**config.mk**
```make
export PLATFORM = sky130hd
export DESIGN_NAME = bmu_bit_manip
export DESIGN_NICKNAME = d
export VERILOG_FILES = /design/src/design/bmu_pkg.sv /design/src/design/bmu_alu_if.sv /design/src/design/bmu_bit_alu.sv /design/src/design/bmu_bit_manip.sv /design/src/design/bmu_index_sel.sv
export VERILOG_INCLUDE_DIRS = /design/src /design/src/design
export SDC_FILE = /design/constraint.sdc
export NUM_CORES = 1
export LEC_CHECK = 0
export ABC_AREA = 1
export BUFFER_PORTS_ARGS = -buffer_cell sky130_fd_sc_hd__buf_2
export CORE_ASPECT_RATIO = 0.7
export CORE_MARGIN = 3
export CORE_UTILIZATION = 54
export CTS_BUF_LIST = sky130_fd_sc_hd__clkbuf_4 sky130_fd_sc_hd__clkbuf_8
export DETAILED_ROUTE_END_ITERATION = 10
export PLACE_DENSITY = 0.83
export RECOVER_POWER = 25
export SLEW_MARGIN = 20
export SYNTH_ARGS = -nofsm -noshare
export SYNTH_HDL_FRONTEND = slang
export SYNTH_SLANG_ARGS = --single-unit
```
**constraint.sdc**
```tcl
create_clock -name core_clk -period 2.8 [get_ports core_clk]
set_clock_uncertainty 0.05 [all_clocks]
set_input_delay 0.42 -clock core_clk [delete_from_list [all_inputs] [get_ports core_clk]]
set_output_delay 0.42 -clock core_clk [all_outputs]
set_load 0.03 [all_outputs]
```
**src/design/bmu_cfg.svh**
```systemverilog
// constants of the bit manipulation unit
`ifndef BMU_CFG_SVH
`define BMU_CFG_SVH

`define BMU_DATA_W      8
`define BMU_IDX_W       3
`define BMU_ADDR_W      16
`define BMU_ABS_PAGE    8'hff
`define BMU_WO_READ     8'hff
`define BMU_BYTE_RST    8'h00
`define BMU_ADDR_RST    16'h0000
`define BMU_IDX_RST     3'h0

`endif

```
**src/design/bmu_pkg.sv**
```systemverilog
// types and decode helpers of the bit manipulation unit
`include "bmu_cfg.svh"

package bmu_pkg;

    // operations of the unit
    typedef enum logic [3:0]
    {
        set_one_bit_op,
        clear_one_bit_op,
        invert_one_bit_op,
        test_one_bit_op,
        carry_and_bit_op,
        carry_and_notbit_op,
        carry_or_bit_op,
        carry_or_notbit_op,
        carry_xor_bit_op,
        carry_xor_notbit_op,
        bit_to_carry_op,
        notbit_to_carry_op,
        carry_to_bit_op,
        notcarry_to_bit_op
    } bmu_op_t;

    // where the byte operand lives
    typedef enum logic [1:0]
    {
        BMU_LOC_REG,
        BMU_LOC_IND,
        BMU_LOC_ABS
    } bmu_loc_t;

    // sequencer states
    typedef enum logic [1:0]
    {
        BMU_IDLE,
        BMU_READ,
        BMU_MODIFY,
        BMU_WRITE
    } bmu_state_t;

    // operations that write the byte back
    function automatic logic bmu_is_rmw(input bmu_op_t op);
        bmu_is_rmw = (op == set_one_bit_op) || (op == clear_one_bit_op) || (op == invert_one_bit_op)
                     || (op == carry_to_bit_op) || (op == notcarry_to_bit_op);
    endfunction : bmu_is_rmw

    // operations that take the bit number from the immediate only
    function automatic logic bmu_is_inv(input bmu_op_t op);
        bmu_is_inv = (op == carry_and_notbit_op) || (op == carry_or_notbit_op) || (op == carry_xor_notbit_op)
                     || (op == notbit_to_carry_op) || (op == notcarry_to_bit_op);
    endfunction : bmu_is_inv

endpackage : bmu_pkg

```
**src/design/bmu_alu_if.sv**
```systemverilog
// interface joining the sequencer, index selector and bit alu
`timescale 1ns/100ps
`default_nettype none
`include "bmu_cfg.svh"

interface bmu_alu_if;
    bmu_pkg::bmu_op_t            op;
    logic                        useRegIdx;
    logic [`BMU_IDX_W-1:0]       immIdx;
    logic [`BMU_IDX_W-1:0]       regIdx;
    logic [`BMU_IDX_W-1:0]       idx;
    logic [`BMU_DATA_W-1:0]      operand;
    logic                        carry;
    logic [`BMU_DATA_W-1:0]      newByte;
    logic                        newCarry;
    logic                        newZero;
    logic                        wrByte;
    logic                        wrCarry;
    logic                        wrZero;

    modport sel  (input op, useRegIdx, immIdx, regIdx, output idx);
    modport alu  (input op, idx, operand, carry, output newByte, newCarry, newZero, wrByte, wrCarry, wrZero);
    modport core (output op, useRegIdx, immIdx, regIdx, operand, carry,
                  input idx, newByte, newCarry, newZero, wrByte, wrCarry, wrZero);
endinterface : bmu_alu_if

`default_nettype wire

```
**src/design/bmu_bit_alu.sv**
```systemverilog
// single bit datapath: byte result and flag results
`timescale 1ns/100ps
`default_nettype none
`include "bmu_cfg.svh"

module bmu_bit_alu
(
    bmu_alu_if.alu  bus
);
    logic                   selBit;
    logic [`BMU_DATA_W-1:0] mask;

    assign selBit = bus.operand[bus.idx];
    assign mask   = `BMU_DATA_W'(1) << bus.idx;

    // one case per operation; untouched bits pass unchanged
    always_comb
    begin
        bus.newByte  = bus.operand;
        bus.newCarry = bus.carry;
        bus.newZero  = 1'b0;
        bus.wrByte   = 1'b0;
        bus.wrCarry  = 1'b0;
        bus.wrZero   = 1'b0;
        case (bus.op)
            // RQ1 force bit high
            bmu_pkg::set_one_bit_op:      begin bus.newByte = bus.operand | mask;  bus.wrByte = 1'b1; end
            // RQ2 force bit low
            bmu_pkg::clear_one_bit_op:    begin bus.newByte = bus.operand & ~mask; bus.wrByte = 1'b1; end
            // RQ3 complement bit
            bmu_pkg::invert_one_bit_op:   begin bus.newByte = bus.operand ^ mask;  bus.wrByte = 1'b1; end
            // RQ4 zero from inverse
            bmu_pkg::test_one_bit_op:     begin bus.newZero = ~selBit; bus.wrZero = 1'b1; end
            // RQ5 carry and bit
            bmu_pkg::carry_and_bit_op:    begin bus.newCarry = bus.carry & selBit;  bus.wrCarry = 1'b1; end
            // RQ6 carry and notbit
            bmu_pkg::carry_and_notbit_op: begin bus.newCarry = bus.carry & ~selBit; bus.wrCarry = 1'b1; end
            // RQ7 carry or bit
            bmu_pkg::carry_or_bit_op:     begin bus.newCarry = bus.carry | selBit;  bus.wrCarry = 1'b1; end
            // RQ8 carry or notbit
            bmu_pkg::carry_or_notbit_op:  begin bus.newCarry = bus.carry | ~selBit; bus.wrCarry = 1'b1; end
            // RQ9 carry xor bit
            bmu_pkg::carry_xor_bit_op:    begin bus.newCarry = bus.carry ^ selBit;  bus.wrCarry = 1'b1; end
            // RQ10 carry xor notbit
            bmu_pkg::carry_xor_notbit_op: begin bus.newCarry = bus.carry ^ ~selBit; bus.wrCarry = 1'b1; end
            // RQ11 bit into carry
            bmu_pkg::bit_to_carry_op:     begin bus.newCarry = selBit;  bus.wrCarry = 1'b1; end
            // RQ12 notbit into carry
            bmu_pkg::notbit_to_carry_op:  begin bus.newCarry = ~selBit; bus.wrCarry = 1'b1; end
            // RQ13 carry into bit
            bmu_pkg::carry_to_bit_op:
            begin
                bus.newByte = bus.carry ? (bus.operand | mask) : (bus.operand & ~mask);
                bus.wrByte  = 1'b1;
            end
            // RQ14 notcarry into bit
            bmu_pkg::notcarry_to_bit_op:
            begin
                bus.newByte = bus.carry ? (bus.operand & ~mask) : (bus.operand | mask);
                bus.wrByte  = 1'b1;
            end
            default:
            begin
                bus.newByte = bus.operand;
            end
        endcase
    end
endmodule : bmu_bit_alu

`default_nettype wire

```
**src/design/bmu_bit_manip.sv**
```systemverilog
// bit manipulation unit: sequencer, operand access and flag update
//
// Summary of operation
// RQ1 - set one bit of the byte operand; bit number from immediate or register
// RQ2 - clear one bit of the byte operand; bit number from immediate or register
// RQ3 - invert one bit of the byte operand; bit number from immediate or register
// RQ4 - test writes the inverse of the chosen bit into the zero flag
// RQ5 - carry becomes carry and the chosen bit
// RQ6 - carry becomes carry and inverse bit; bit number from immediate only
// RQ7 - carry becomes carry or the chosen bit
// RQ8 - carry becomes carry or inverse bit; immediate bit number only
// RQ9 - carry becomes carry xor the chosen bit
// RQ10 - carry becomes carry xor inverse bit; immediate bit number only
// RQ11 - chosen bit is copied into the carry
// RQ12 - inverse of chosen bit goes into carry; immediate bit number only
// RQ13 - carry is written into the chosen bit, other seven bits kept
// RQ14 - inverse carry is written into chosen bit; immediate bit number only
// RQ15 - set, clear, invert and both stores read, modify, write the whole byte
// RQ16 - software beware: untouched bits are rewritten with the value read
// RQ17 - memory operand addressed by pointer register or 8-bit absolute field
// RQ18 - write-only target reads as all ones, so other bits write back as one
// RQ19 - test, carry combine and load ops only read, never write
`timescale 1ns/100ps
`default_nettype none
`include "bmu_cfg.svh"

module bmu_bit_manip
(
    input  wire logic                      core_clk,
    input  wire logic                      reset,
    input  wire logic                      startReq,
    input  wire bmu_pkg::bmu_op_t          opCode,
    input  wire bmu_pkg::bmu_loc_t         operandLoc,
    input  wire logic                      useRegIndex,
    input  wire logic [`BMU_IDX_W-1:0]     immIndex,
    input  wire logic [`BMU_DATA_W-1:0]    indexReg,
    input  wire logic [`BMU_DATA_W-1:0]    regOperand,
    input  wire logic [`BMU_ADDR_W-1:0]    ptrReg,
    input  wire logic [`BMU_DATA_W-1:0]    absAddr,
    input  wire logic                      carryIn,
    input  wire logic [`BMU_DATA_W-1:0]    memRdata,
    input  wire logic                      memAck,
    input  wire logic                      memWriteOnly,
    output var  logic                      busy_r,
    output var  logic                      done_r,
    output var  logic [`BMU_ADDR_W-1:0]    memAddr_r,
    output var  logic                      memRdEn_r,
    output var  logic                      memWrEn_r,
    output var  logic [`BMU_DATA_W-1:0]    memWdata_r,
    output var  logic                      regWrEn_r,
    output var  logic [`BMU_DATA_W-1:0]    regWrData_r,
    output var  logic                      carryWrEn_r,
    output var  logic                      carryOut_r,
    output var  logic                      zeroWrEn_r,
    output var  logic                      zeroOut_r
);
    // ****************************************************************
    // request latch and datapath
    // ****************************************************************
    bmu_pkg::bmu_state_t           state_r,      state_nxt;
    bmu_pkg::bmu_op_t              op_r,         op_nxt;
    bmu_pkg::bmu_loc_t             loc_r,        loc_nxt;
    logic                          useReg_r,     useReg_nxt;
    logic [`BMU_IDX_W-1:0]         immIdx_r,     immIdx_nxt;
    logic [`BMU_IDX_W-1:0]         regIdx_r,     regIdx_nxt;
    logic [`BMU_DATA_W-1:0]        operand_r,    operand_nxt;
    logic                          carry_r,      carry_nxt;
    logic                          busy_nxt;
    logic                          done_nxt;
    logic [`BMU_ADDR_W-1:0]        memAddr_nxt;
    logic                          memRdEn_nxt;
    logic                          memWrEn_nxt;
    logic [`BMU_DATA_W-1:0]        memWdata_nxt;
    logic                          regWrEn_nxt;
    logic [`BMU_DATA_W-1:0]        regWrData_nxt;
    logic                          carryWrEn_nxt;
    logic                          carryOut_nxt;
    logic                          zeroWrEn_nxt;
    logic                          zeroOut_nxt;

    bmu_alu_if aluBus();

    // latched request feeds the shared datapath
    assign aluBus.op        = op_r;
    assign aluBus.useRegIdx = useReg_r;
    assign aluBus.immIdx    = immIdx_r;
    assign aluBus.regIdx    = regIdx_r;
    assign aluBus.operand   = operand_r;
    assign aluBus.carry     = carry_r;

    bmu_index_sel u_sel
    (
        .bus (aluBus.sel)
    );

    bmu_bit_alu u_alu
    (
        .bus (aluBus.alu)
    );

    // ****************************************************************
    // sequencer
    // ****************************************************************
    // done, register and flag strobes are one-cycle pulses; memory strobes hold until memAck; latched fields hold until next start
    always_comb
    begin
        state_nxt     = state_r;
        op_nxt        = op_r;
        loc_nxt       = loc_r;
        useReg_nxt    = useReg_r;
        immIdx_nxt    = immIdx_r;
        regIdx_nxt    = regIdx_r;
        operand_nxt   = operand_r;
        carry_nxt     = carry_r;
        busy_nxt      = busy_r;
        done_nxt      = 1'b0;
        memAddr_nxt   = memAddr_r;
        memRdEn_nxt   = memRdEn_r;
        memWrEn_nxt   = memWrEn_r;
        memWdata_nxt  = memWdata_r;
        regWrEn_nxt   = 1'b0;
        regWrData_nxt = regWrData_r;
        carryWrEn_nxt = 1'b0;
        carryOut_nxt  = carryOut_r;
        zeroWrEn_nxt  = 1'b0;
        zeroOut_nxt   = zeroOut_r;
        case (state_r)
            bmu_pkg::BMU_IDLE:
            begin
                if (startReq)
                begin
                    op_nxt     = opCode;
                    loc_nxt    = operandLoc;
                    useReg_nxt = useRegIndex;
                    immIdx_nxt = immIndex;
                    regIdx_nxt = indexReg[`BMU_IDX_W-1:0];
                    carry_nxt  = carryIn;
                    busy_nxt   = 1'b1;
                    if (operandLoc == bmu_pkg::BMU_LOC_REG)
                    begin
                        operand_nxt = regOperand;
                        state_nxt   = bmu_pkg::BMU_MODIFY;
                    end
                    else
                    begin
                        // RQ17 pointer or absolute address
                        if (operandLoc == bmu_pkg::BMU_LOC_ABS)
                        begin
                            memAddr_nxt = {`BMU_ABS_PAGE, absAddr};
                        end
                        else
                        begin
                            memAddr_nxt = ptrReg;
                        end
                        memRdEn_nxt = 1'b1;
                        state_nxt   = bmu_pkg::BMU_READ;
                    end
                end
            end
            bmu_pkg::BMU_READ:
            begin
                // RQ15 read whole byte first
                if (memAck)
                begin
                    memRdEn_nxt = 1'b0;
                    // RQ18 write-only reads as ones
                    operand_nxt = memWriteOnly ? `BMU_WO_READ : memRdata;
                    state_nxt   = bmu_pkg::BMU_MODIFY;
                end
            end
            bmu_pkg::BMU_MODIFY:
            begin
                carryWrEn_nxt = aluBus.wrCarry;
                carryOut_nxt  = aluBus.wrCarry ? aluBus.newCarry : carryOut_r;
                zeroWrEn_nxt  = aluBus.wrZero;
                zeroOut_nxt   = aluBus.wrZero ? aluBus.newZero : zeroOut_r;
                // RQ15 write back to same address
                if (aluBus.wrByte && loc_r != bmu_pkg::BMU_LOC_REG)
                begin
                    memWrEn_nxt  = 1'b1;
                    memWdata_nxt = aluBus.newByte;
                    state_nxt    = bmu_pkg::BMU_WRITE;
                end
                else
                begin
                    // RQ19 read-only ops end here
                    regWrEn_nxt   = aluBus.wrByte;
                    regWrData_nxt = aluBus.wrByte ? aluBus.newByte : regWrData_r;
                    busy_nxt      = 1'b0;
                    done_nxt      = 1'b1;
                    state_nxt     = bmu_pkg::BMU_IDLE;
                end
            end
            bmu_pkg::BMU_WRITE:
            begin
                if (memAck)
                begin
                    memWrEn_nxt = 1'b0;
                    busy_nxt    = 1'b0;
                    done_nxt    = 1'b1;
                    state_nxt   = bmu_pkg::BMU_IDLE;
                end
            end
            default:
            begin
                state_nxt = bmu_pkg::BMU_IDLE;
            end
        endcase
    end

    // register stage; every output comes straight from here
    always_ff @(posedge core_clk or posedge reset)
    begin
        if (reset)
        begin
            state_r     <= bmu_pkg::BMU_IDLE;
            op_r        <= bmu_pkg::set_one_bit_op;
            loc_r       <= bmu_pkg::BMU_LOC_REG;
            useReg_r    <= 1'b0;
            immIdx_r    <= `BMU_IDX_RST;
            regIdx_r    <= `BMU_IDX_RST;
            operand_r   <= `BMU_BYTE_RST;
            carry_r     <= 1'b0;
            busy_r      <= 1'b0;
            done_r      <= 1'b0;
            memAddr_r   <= `BMU_ADDR_RST;
            memRdEn_r   <= 1'b0;
            memWrEn_r   <= 1'b0;
            memWdata_r  <= `BMU_BYTE_RST;
            regWrEn_r   <= 1'b0;
            regWrData_r <= `BMU_BYTE_RST;
            carryWrEn_r <= 1'b0;
            carryOut_r  <= 1'b0;
            zeroWrEn_r  <= 1'b0;
            zeroOut_r   <= 1'b0;
        end
        else
        begin
            state_r     <= state_nxt;
            op_r        <= op_nxt;
            loc_r       <= loc_nxt;
            useReg_r    <= useReg_nxt;
            immIdx_r    <= immIdx_nxt;
            regIdx_r    <= regIdx_nxt;
            operand_r   <= operand_nxt;
            carry_r     <= carry_nxt;
            busy_r      <= busy_nxt;
            done_r      <= done_nxt;
            memAddr_r   <= memAddr_nxt;
            memRdEn_r   <= memRdEn_nxt;
            memWrEn_r   <= memWrEn_nxt;
            memWdata_r  <= memWdata_nxt;
            regWrEn_r   <= regWrEn_nxt;
            regWrData_r <= regWrData_nxt;
            carryWrEn_r <= carryWrEn_nxt;
            carryOut_r  <= carryOut_nxt;
            zeroWrEn_r  <= zeroWrEn_nxt;
            zeroOut_r   <= zeroOut_nxt;
        end
    end

    // ****************************************************************
    // checks
    // ****************************************************************
    // helpers: byte written back, and the chosen bit's mask
    logic [`BMU_DATA_W-1:0] chkOut;
    logic [`BMU_DATA_W-1:0] chkMask;
    logic                   chkMod;

    assign chkOut  = regWrEn_r ? regWrData_r : memWdata_r;
    assign chkMask = `BMU_DATA_W'(1) << aluBus.idx;
    assign chkMod  = (state_r == bmu_pkg::BMU_MODIFY);
endmodule : bmu_bit_manip

`default_nettype wire

```
**src/design/bmu_index_sel.sv**
```systemverilog
// bit number selection from immediate or register
`timescale 1ns/100ps
`default_nettype none

module bmu_index_sel
(
    bmu_alu_if.sel  bus
);
    // inverted forms ignore the register source
    always_comb
    begin
        // RQ6 immediate only for inverted forms
        if (bus.useRegIdx && !bmu_pkg::bmu_is_inv(bus.op))
        begin
            bus.idx = bus.regIdx; // low three register bits
        end
        else
        begin
            bus.idx = bus.immIdx;
        end
    end
endmodule : bmu_index_sel

`default_nettype wire

```
==> results of run 1 <==
path summary, 6_finish.rpt:
check	start	end	slack (ns)	depth (start not counted)
max in group asynchronous	reset	memWdata_r[6]	0.89	3
hold reg to reg	memWdata_r[0]	memWdata_r[0]	0.43	2
hold / removal	useRegIndex	aluBus.useRegIdx	0.23	3
min in group asynchronous	reset	memAddr_r[13]	0.39	2
setup reg to reg	aluBus.op[2]	memWdata_r[5]	0.06	14
setup / recovery	aluBus.op[2]	memWdata_r[5]	0.06	14
cells by family after synthesis:
family / Yosys count
compound gates: 100
flops: 65
fa+ha+maj: 20
simple gates: 225
buf+inv: 53
layer usage:
layer | up-vias | part of all wire (%)
li1 | 1779 | -
met4 | 0 | 1.4
met2 | 193 | 47
met5 | - | 0
met1 | 1692 | 42
met3 | 17 | 8.9
layout make-up:
class | instances | area (sq um) | area share (%)
Sequential cell | 65 | 1627 | 35.14
Timing Repair Buffer | 116 | 620.6 | 13.41
Inverter | 43 | 161.4 | 3.486
Multi-Input combinational cell | 345 | 1937 | 41.84
Tap cell | 91 | 113.9 | 2.459
Clock inverter | 3 | 17.52 | 0.3784
Clock buffer | 12 | 152.6 | 3.297
worst max-delay path: cells and delay by family (launching register included):
kind	cells	cell delay, ns
AOI/OAI and AO/OA	3	0.58
adders and majority gates	2	0.47
buffers and inverters	3	0.42
DFF	1	0.39
and+or+nand+nor	6	0.71
report_power, final:
| group | internal (mW) | switching (mW) | leakage, nW | total, mW |
|---|---|---|---|---|
| registers | 1.37 | 0.327 | 0.788 | 1.69 |
| logic | 1.32 | 2.57 | 1.49 | 3.88 |
| clock network | 0.357 | 0.351 | 0.0891 | 0.709 |
| total | 3.04 | 3.24 | 2.37 | 6.29 |
per-stage QoR:
| stage | setup WS [ns] | power [mW] | cells | hold WS [ns] | area [sq um] |
|---|---|---|---|---|---|
| after global routing | -0.04684 | 6.790 | 675 | 0.2249 | 4629 |
| after global placement | 0.08504 | 5.074 | 652 | 0.4057 | 4315 |
| final | 0.06339 | 6.285 | 675 | 0.2323 | 4629 |
| after CTS | 0.001266 | 5.992 | 670 | 0.1769 | 4513 |
| after floorplan | 0.2938 | 4.223 | 463 | 0.3926 | 3671 |
| after detailed placement | -0.1202 | 5.214 | 652 | 0.4162 | 4315 |
repair_timing:
item | in CTS | in global routing
pin swaps | 2 | 6
setup buffers | 3 | 5
gates resized for setup | 2 | 21
endpoints found under the setup margin | 2 | 14
synthesized netlist by cell type, drive strengths merged:
| cell type | instances | area, sq um |
|---|---|---|
| nand3b | 1 | 7.510 |
| or2 | 1 | 6.260 |
| ha | 20 | 250.2 |
| o22a | 8 | 70.07 |
| a31oi | 8 | 50.05 |
| o21ai | 46 | 252.8 |
| o31ai | 8 | 60.06 |
| dfrtp | 65 | 1627 |
| o211ai | 5 | 37.54 |
| a211oi | 5 | 37.54 |
| nor2 | 44 | 172.7 |
| a21oi | 13 | 65.06 |
| o22ai | 2 | 12.51 |
| clkbuf | 4 | 15.01 |
| nor3 | 8 | 45.04 |
| nand3 | 26 | 165.2 |
| o2111ai | 1 | 8.760 |
| a221oi | 2 | 17.52 |
| o221ai | 2 | 17.52 |
| buf | 6 | 30.03 |
| nand4 | 2 | 12.51 |
| clkinv | 4 | 15.01 |
| nand2 | 143 | 549.3 |
| inv | 39 | 146.4 |
flip-flops by register name, summed over array words and instances (netlist names), 2 cells and up:
signal and flops:
aluBus.operand 8, memWdata_r 8, state_r 2, aluBus.regIdx 3, aluBus.immIdx 3, aluBus.op 4
regWrData_r 8, memAddr_r 16, loc_r 2
==> impl_metrics.tcl, run 1 <==
set metrics [dict create \
    io_buffer_count 99 \
    crit_fanout 4 \
    ios 105 \
    hold_class "in2reg" \
    yosysSeqAreaShare_pct 44.31 \
    synth_compound_area_share_pct 17.14 \
    die_y_um 74.99 \
    final_common_cell "nand2_1" \
    clk_pin_slew_ns 0.07 \
    drtPass1Iterations 5 \
    synth_top_family_by_area "simple AND/OR/NAND/NOR gates" \
    synth_fp_nets 547 \
    use_met2_pct 43.42 \
    final_cell_mix "133 x nand2_1, 99 x buf_2, 65 x dfrtp_1" \
    ys_types 33 \
    fin_crit_ns 2.737 \
    grt_pass1_wl_um 15410 \
    fillers 485 \
    die_w_um 104.5 \
    cts_made_buffers 9 \
    viasPerCell 5.453 \
    place_congestion 0.9617 \
    synthSimpleGateAreaFrac_pct 26.11 \
    setup_viol 0 \
    synthMuxAreaShare_pct 0 \
    clk_latency_ns 0.34 \
    postRouteAntennaNets 0 \
    slowest_delay_ns 0.39 \
    slew_headroom_pct 13.41 \
    drive_above_1_share_pct 28.60 \
    endpoint_kind "register" \
    grt_pass1_vias 3316 \
    cts_tree "built" \
    cts_root_buffer "clkbuf_8" \
    busiest_layer "met2" \
    h-tree-depth 3 \
    postCtsHoldBufs 0 \
    syn_area_per_cell_sq_um 7.929 \
    grt.total_usage_pct 25.00 \
    cellPowerDensity_nw_per_um2 1358 \
    antenna_found_initial 0 \
    fp.dieArea_sq_um 7839 \
    ys_warn_count 0 \
    synthXorXnorAreaFrac_pct 0 \
    rows 24 \
    vias 3681 \
    area_delta_synth_final_pct 26.11 \
    clock.fmax_mhz 365.4 \
    arrival_ns 2.91 \
    run_status "completed" \
    fin_util_pct 72.38 \
    fin_nets 664 \
    fin_crit_sh_pct 97.74 \
    syn_inst 463 \
    setup_tns_ns 0 \
    dp_hpwl_um 7180 \
    synth_seq_cells 65 \
    coreArea_sq_um 6396 \
    initial_core_util_pct 57.39 \
    wire_per_inst_um 14.61 \
    cp_cell_sequence "inv_1 > ha_4 > o21ai_4 > buf_4 > buf_4 > nand4_1 > nand2_2 > nor2_2 > nand2_2 > ha_1 > a221oi_1 > o221ai_1 > nand2_1 > nand2_1" \
    leakage_nw 2.366 \
    vdd_drop_max_v 0.0006151 \
    grtUsageMet1_pct 31.58 \
    startpoint_type "register" \
    finalHoldViolCount 0 \
    drv_cap 0 \
    cp_slowest_cell "dfrtp_1" \
    cp.required_ns 2.97 \
    slew_violations 0 \
    cts_buffer_depth 2 \
    cts_sinks 65 \
    n_antenna_cell 0 \
    synth.cell_area_sq_um 3671 \
    grt_use_met3_pct 6.684 \
    totalWireLength_um 9864 \
    synth_fa_ha_area_share_pct 6.817 \
    grt_overflow 0 \
    grt_start_max_net_pins 36 \
    critPathKind "reg2reg" \
    worstMarginPinSlew_ns 1.297 \
    route.detailed.drc 0 \
    drt_iter0_markers 282 \
]
(Power assumes the default switching activity.)
==> inputs of run 2 (changes only) <==
--- a/config.mk
+++ b/config.mk
@@ -14,7 +14,7 @@
 export CTS_BUF_LIST = sky130_fd_sc_hd__clkbuf_4 sky130_fd_sc_hd__clkbuf_8
 export DETAILED_ROUTE_END_ITERATION = 10
 export PLACE_DENSITY = 0.83
-export RECOVER_POWER = 25
+export RECOVER_POWER = 50
 export SLEW_MARGIN = 20
 export SYNTH_ARGS = -nofsm -noshare
 export SYNTH_HDL_FRONTEND = slang
==> run 2 against run 1 <==
Worst hold slack gained 0.0016 ns. Largest cell class unchanged. Clock-buffer cell count stayed put. Global-route usage unchanged. First-iteration DRC count is 4.3% higher. Register-to-register slack worse by 0.02 ns.
==> impl_metrics.tcl, run 2 (synthesis gave the netlist of run 1 again) <==
set metrics [dict create \
    wire_per_inst_um 14.68 \
    clk_latency_ns 0.34 \
    finalHoldViolCount 0 \
    cts_tree "built" \
    worstMarginPinSlew_ns 1.291 \
    fillers 494 \
    critPathKind "reg2reg" \
    cts_buffer_depth 2 \
    timing.rr.end "memWdata_r[5]" \
    cts_made_buffers 9 \
    drtPass1Iterations 5 \
    slew_headroom_pct 13.81 \
    r2r_start "aluBus.op[2]" \
    h-tree-depth 3 \
    leakage_nw 2.305 \
    vdd_drop_max_v 0.0006166 \
    antenna_found_initial 0 \
    fin_nets 664 \
    drt_iter0_markers 294 \
    arrival_ns 2.93 \
    final_cell_mix "133 x nand2_1, 80 x buf_2, 65 x dfrtp_1" \
    drv_cap 0 \
    ff2ff_path_depth 14 \
    rows 24 \
    n_antenna_cell 0 \
    hold_class "in2reg" \
    combPwrFrac_pct 61.6 \
    grt_start_max_net_pins 36 \
    stdcell_count 675 \
    p_seq_share_pct 27.1 \
    route.detailed.drc 0 \
    postCtsHoldBufs 0 \
    clock.fmax_mhz 363.2 \
    area_delta_synth_final_pct 25.46 \
    setup_tns_ns 0 \
    grt_overflow 0 \
    coreArea_sq_um 6396 \
    postRouteAntennaNets 0 \
    clkPwrFrac_pct 11.3 \
    endpoint_kind "register" \
    top_register "memAddr_r" \
    viasPerCell 5.449 \
    ios 105 \
    slew_violations 0 \
    sw_frac_of_total_pct 51.98 \
    startpoint_type "register" \
    drive_above_1_share_pct 25.34 \
    grt_pass1_vias 3316 \
    fp.dieArea_sq_um 7839 \
    cp.required_ns 2.97 \
    largest_register_ffs 16 \
    fin_crit_sh_pct 98.34 \
    io_buffer_count 99 \
    totalWireLength_um 9907 \
    grt_pass1_wl_um 15410 \
    min_delay_path_depth 3 \
    cellPowerDensity_nw_per_um2 1361 \
    final_common_cell "nand2_1" \
    slowest_delay_ns 0.39 \
    cts_sinks 65 \
    fin_crit_ns 2.754 \
    run_status "completed" \
    dp_cells 652 \
    p_int_mw 3.010 \
    cp_cell_sequence "inv_1 > ha_4 > o21ai_4 > buf_4 > buf_4 > nand4_1 > nand2_2 > nor2_2 > nand2_2 > ha_1 > a221oi_1 > o221ai_1 > nand2_1 > nand2_1" \
    die_w_um 104.5 \
    crit_fanout 4 \
    dp_hpwl_um 7180 \
    finalPower_mw 6.268 \
    power.switching_mw 3.258 \
    place_congestion 0.9617 \
    grt.total_usage_pct 25.00 \
    cts_root_buffer "clkbuf_8" \
    fin_util_pct 72.01 \
    vias 3678 \
    setup_viol 0 \
    cp_slowest_cell "dfrtp_1" \
    clk_pin_slew_ns 0.07 \
    holdPathEnd "aluBus.regIdx[2]" \
    min-delay-start "indexReg[2]" \
    initial_core_util_pct 57.39 \
    regToRegSetupSlack_ns 0.05 \
    die_y_um 74.99 \
]
run 2: critical path: cells and delay by family, from the launching register on:
kind,cells,cell delay [ns]
AND/OR/NAND/NOR,6,0.71
AO/OA/AOI/OAI,3,0.59
adder cells (fa/ha/maj),2,0.47
buffers and inverters,3,0.42
flip-flops,1,0.39
run 2: final cells by class:
cell class	count	area (sq um)	share of cell area [%]
Inverter	43	161.4	3.504
Timing Repair Buffer	116	596.8	12.96
Sequential cell	65	1627	35.32
Clock buffer	12	152.6	3.314
Clock inverter	3	17.52	0.3803
Multi-Input combinational cell	345	1937	42.05
Tap cell	91	113.9	2.472
run 2: stage by stage:
stage	hold WS, ns	area, sq um	setup WS, ns
after floorplan	0.3926	3671	0.2938
after global placement	0.4057	4315	0.08504
after detailed placement	0.4162	4315	-0.1202
after CTS	0.1769	4513	0.001266
after global routing	0.2249	4606	-0.04684
final	0.2339	4606	0.04638
run 2: repair_timing:
action,4_1_cts,5_1_grt
pin swaps,2,6
resized for setup,2,21
setup buffers,3,5
endpoints found under the setup margin,2,14
run 2: routing by layer:
metal	part of all wire, %	track usage, %	vias up	wire, um
met5	0	0	-	0
met4	1.3	7.080	0	124
met2	47	43.42	178	4689
met3	9.3	6.684	15	920
met1	42	31.58	1706	4172
li1	-	-	1779	-
run 2: worst max-delay path by stage:
stage | start | endpoint | slack (ns) | depth (start not counted)
floorplan | aluBus.op[2] | memWdata_r[4] | 0.29 | 13
global placement | aluBus.op[2] | regWrData_r[4] | 0.09 | 13
detailed placement | aluBus.op[2] | regWrData_r[4] | -0.12 | 13
CTS | aluBus.op[2] | regWrData_r[4] | 0.001 | 13
global route | aluBus.op[2] | regWrData_r[4] | -0.05 | 14
finish | aluBus.op[2] | memWdata_r[5] | 0.05 | 14
run 2: power groups by stage:
stage / Clock [mW] / Sequential [mW] / Combinational [mW]
global placement: 0 / 1.67 / 3.41
detailed placement: 0 / 1.69 / 3.53
finish: 0.711 / 1.70 / 3.86
floorplan: 0 / 2.13 / 2.10
CTS: 0.720 / 1.68 / 3.60
global route: 0.755 / 1.75 / 4.26
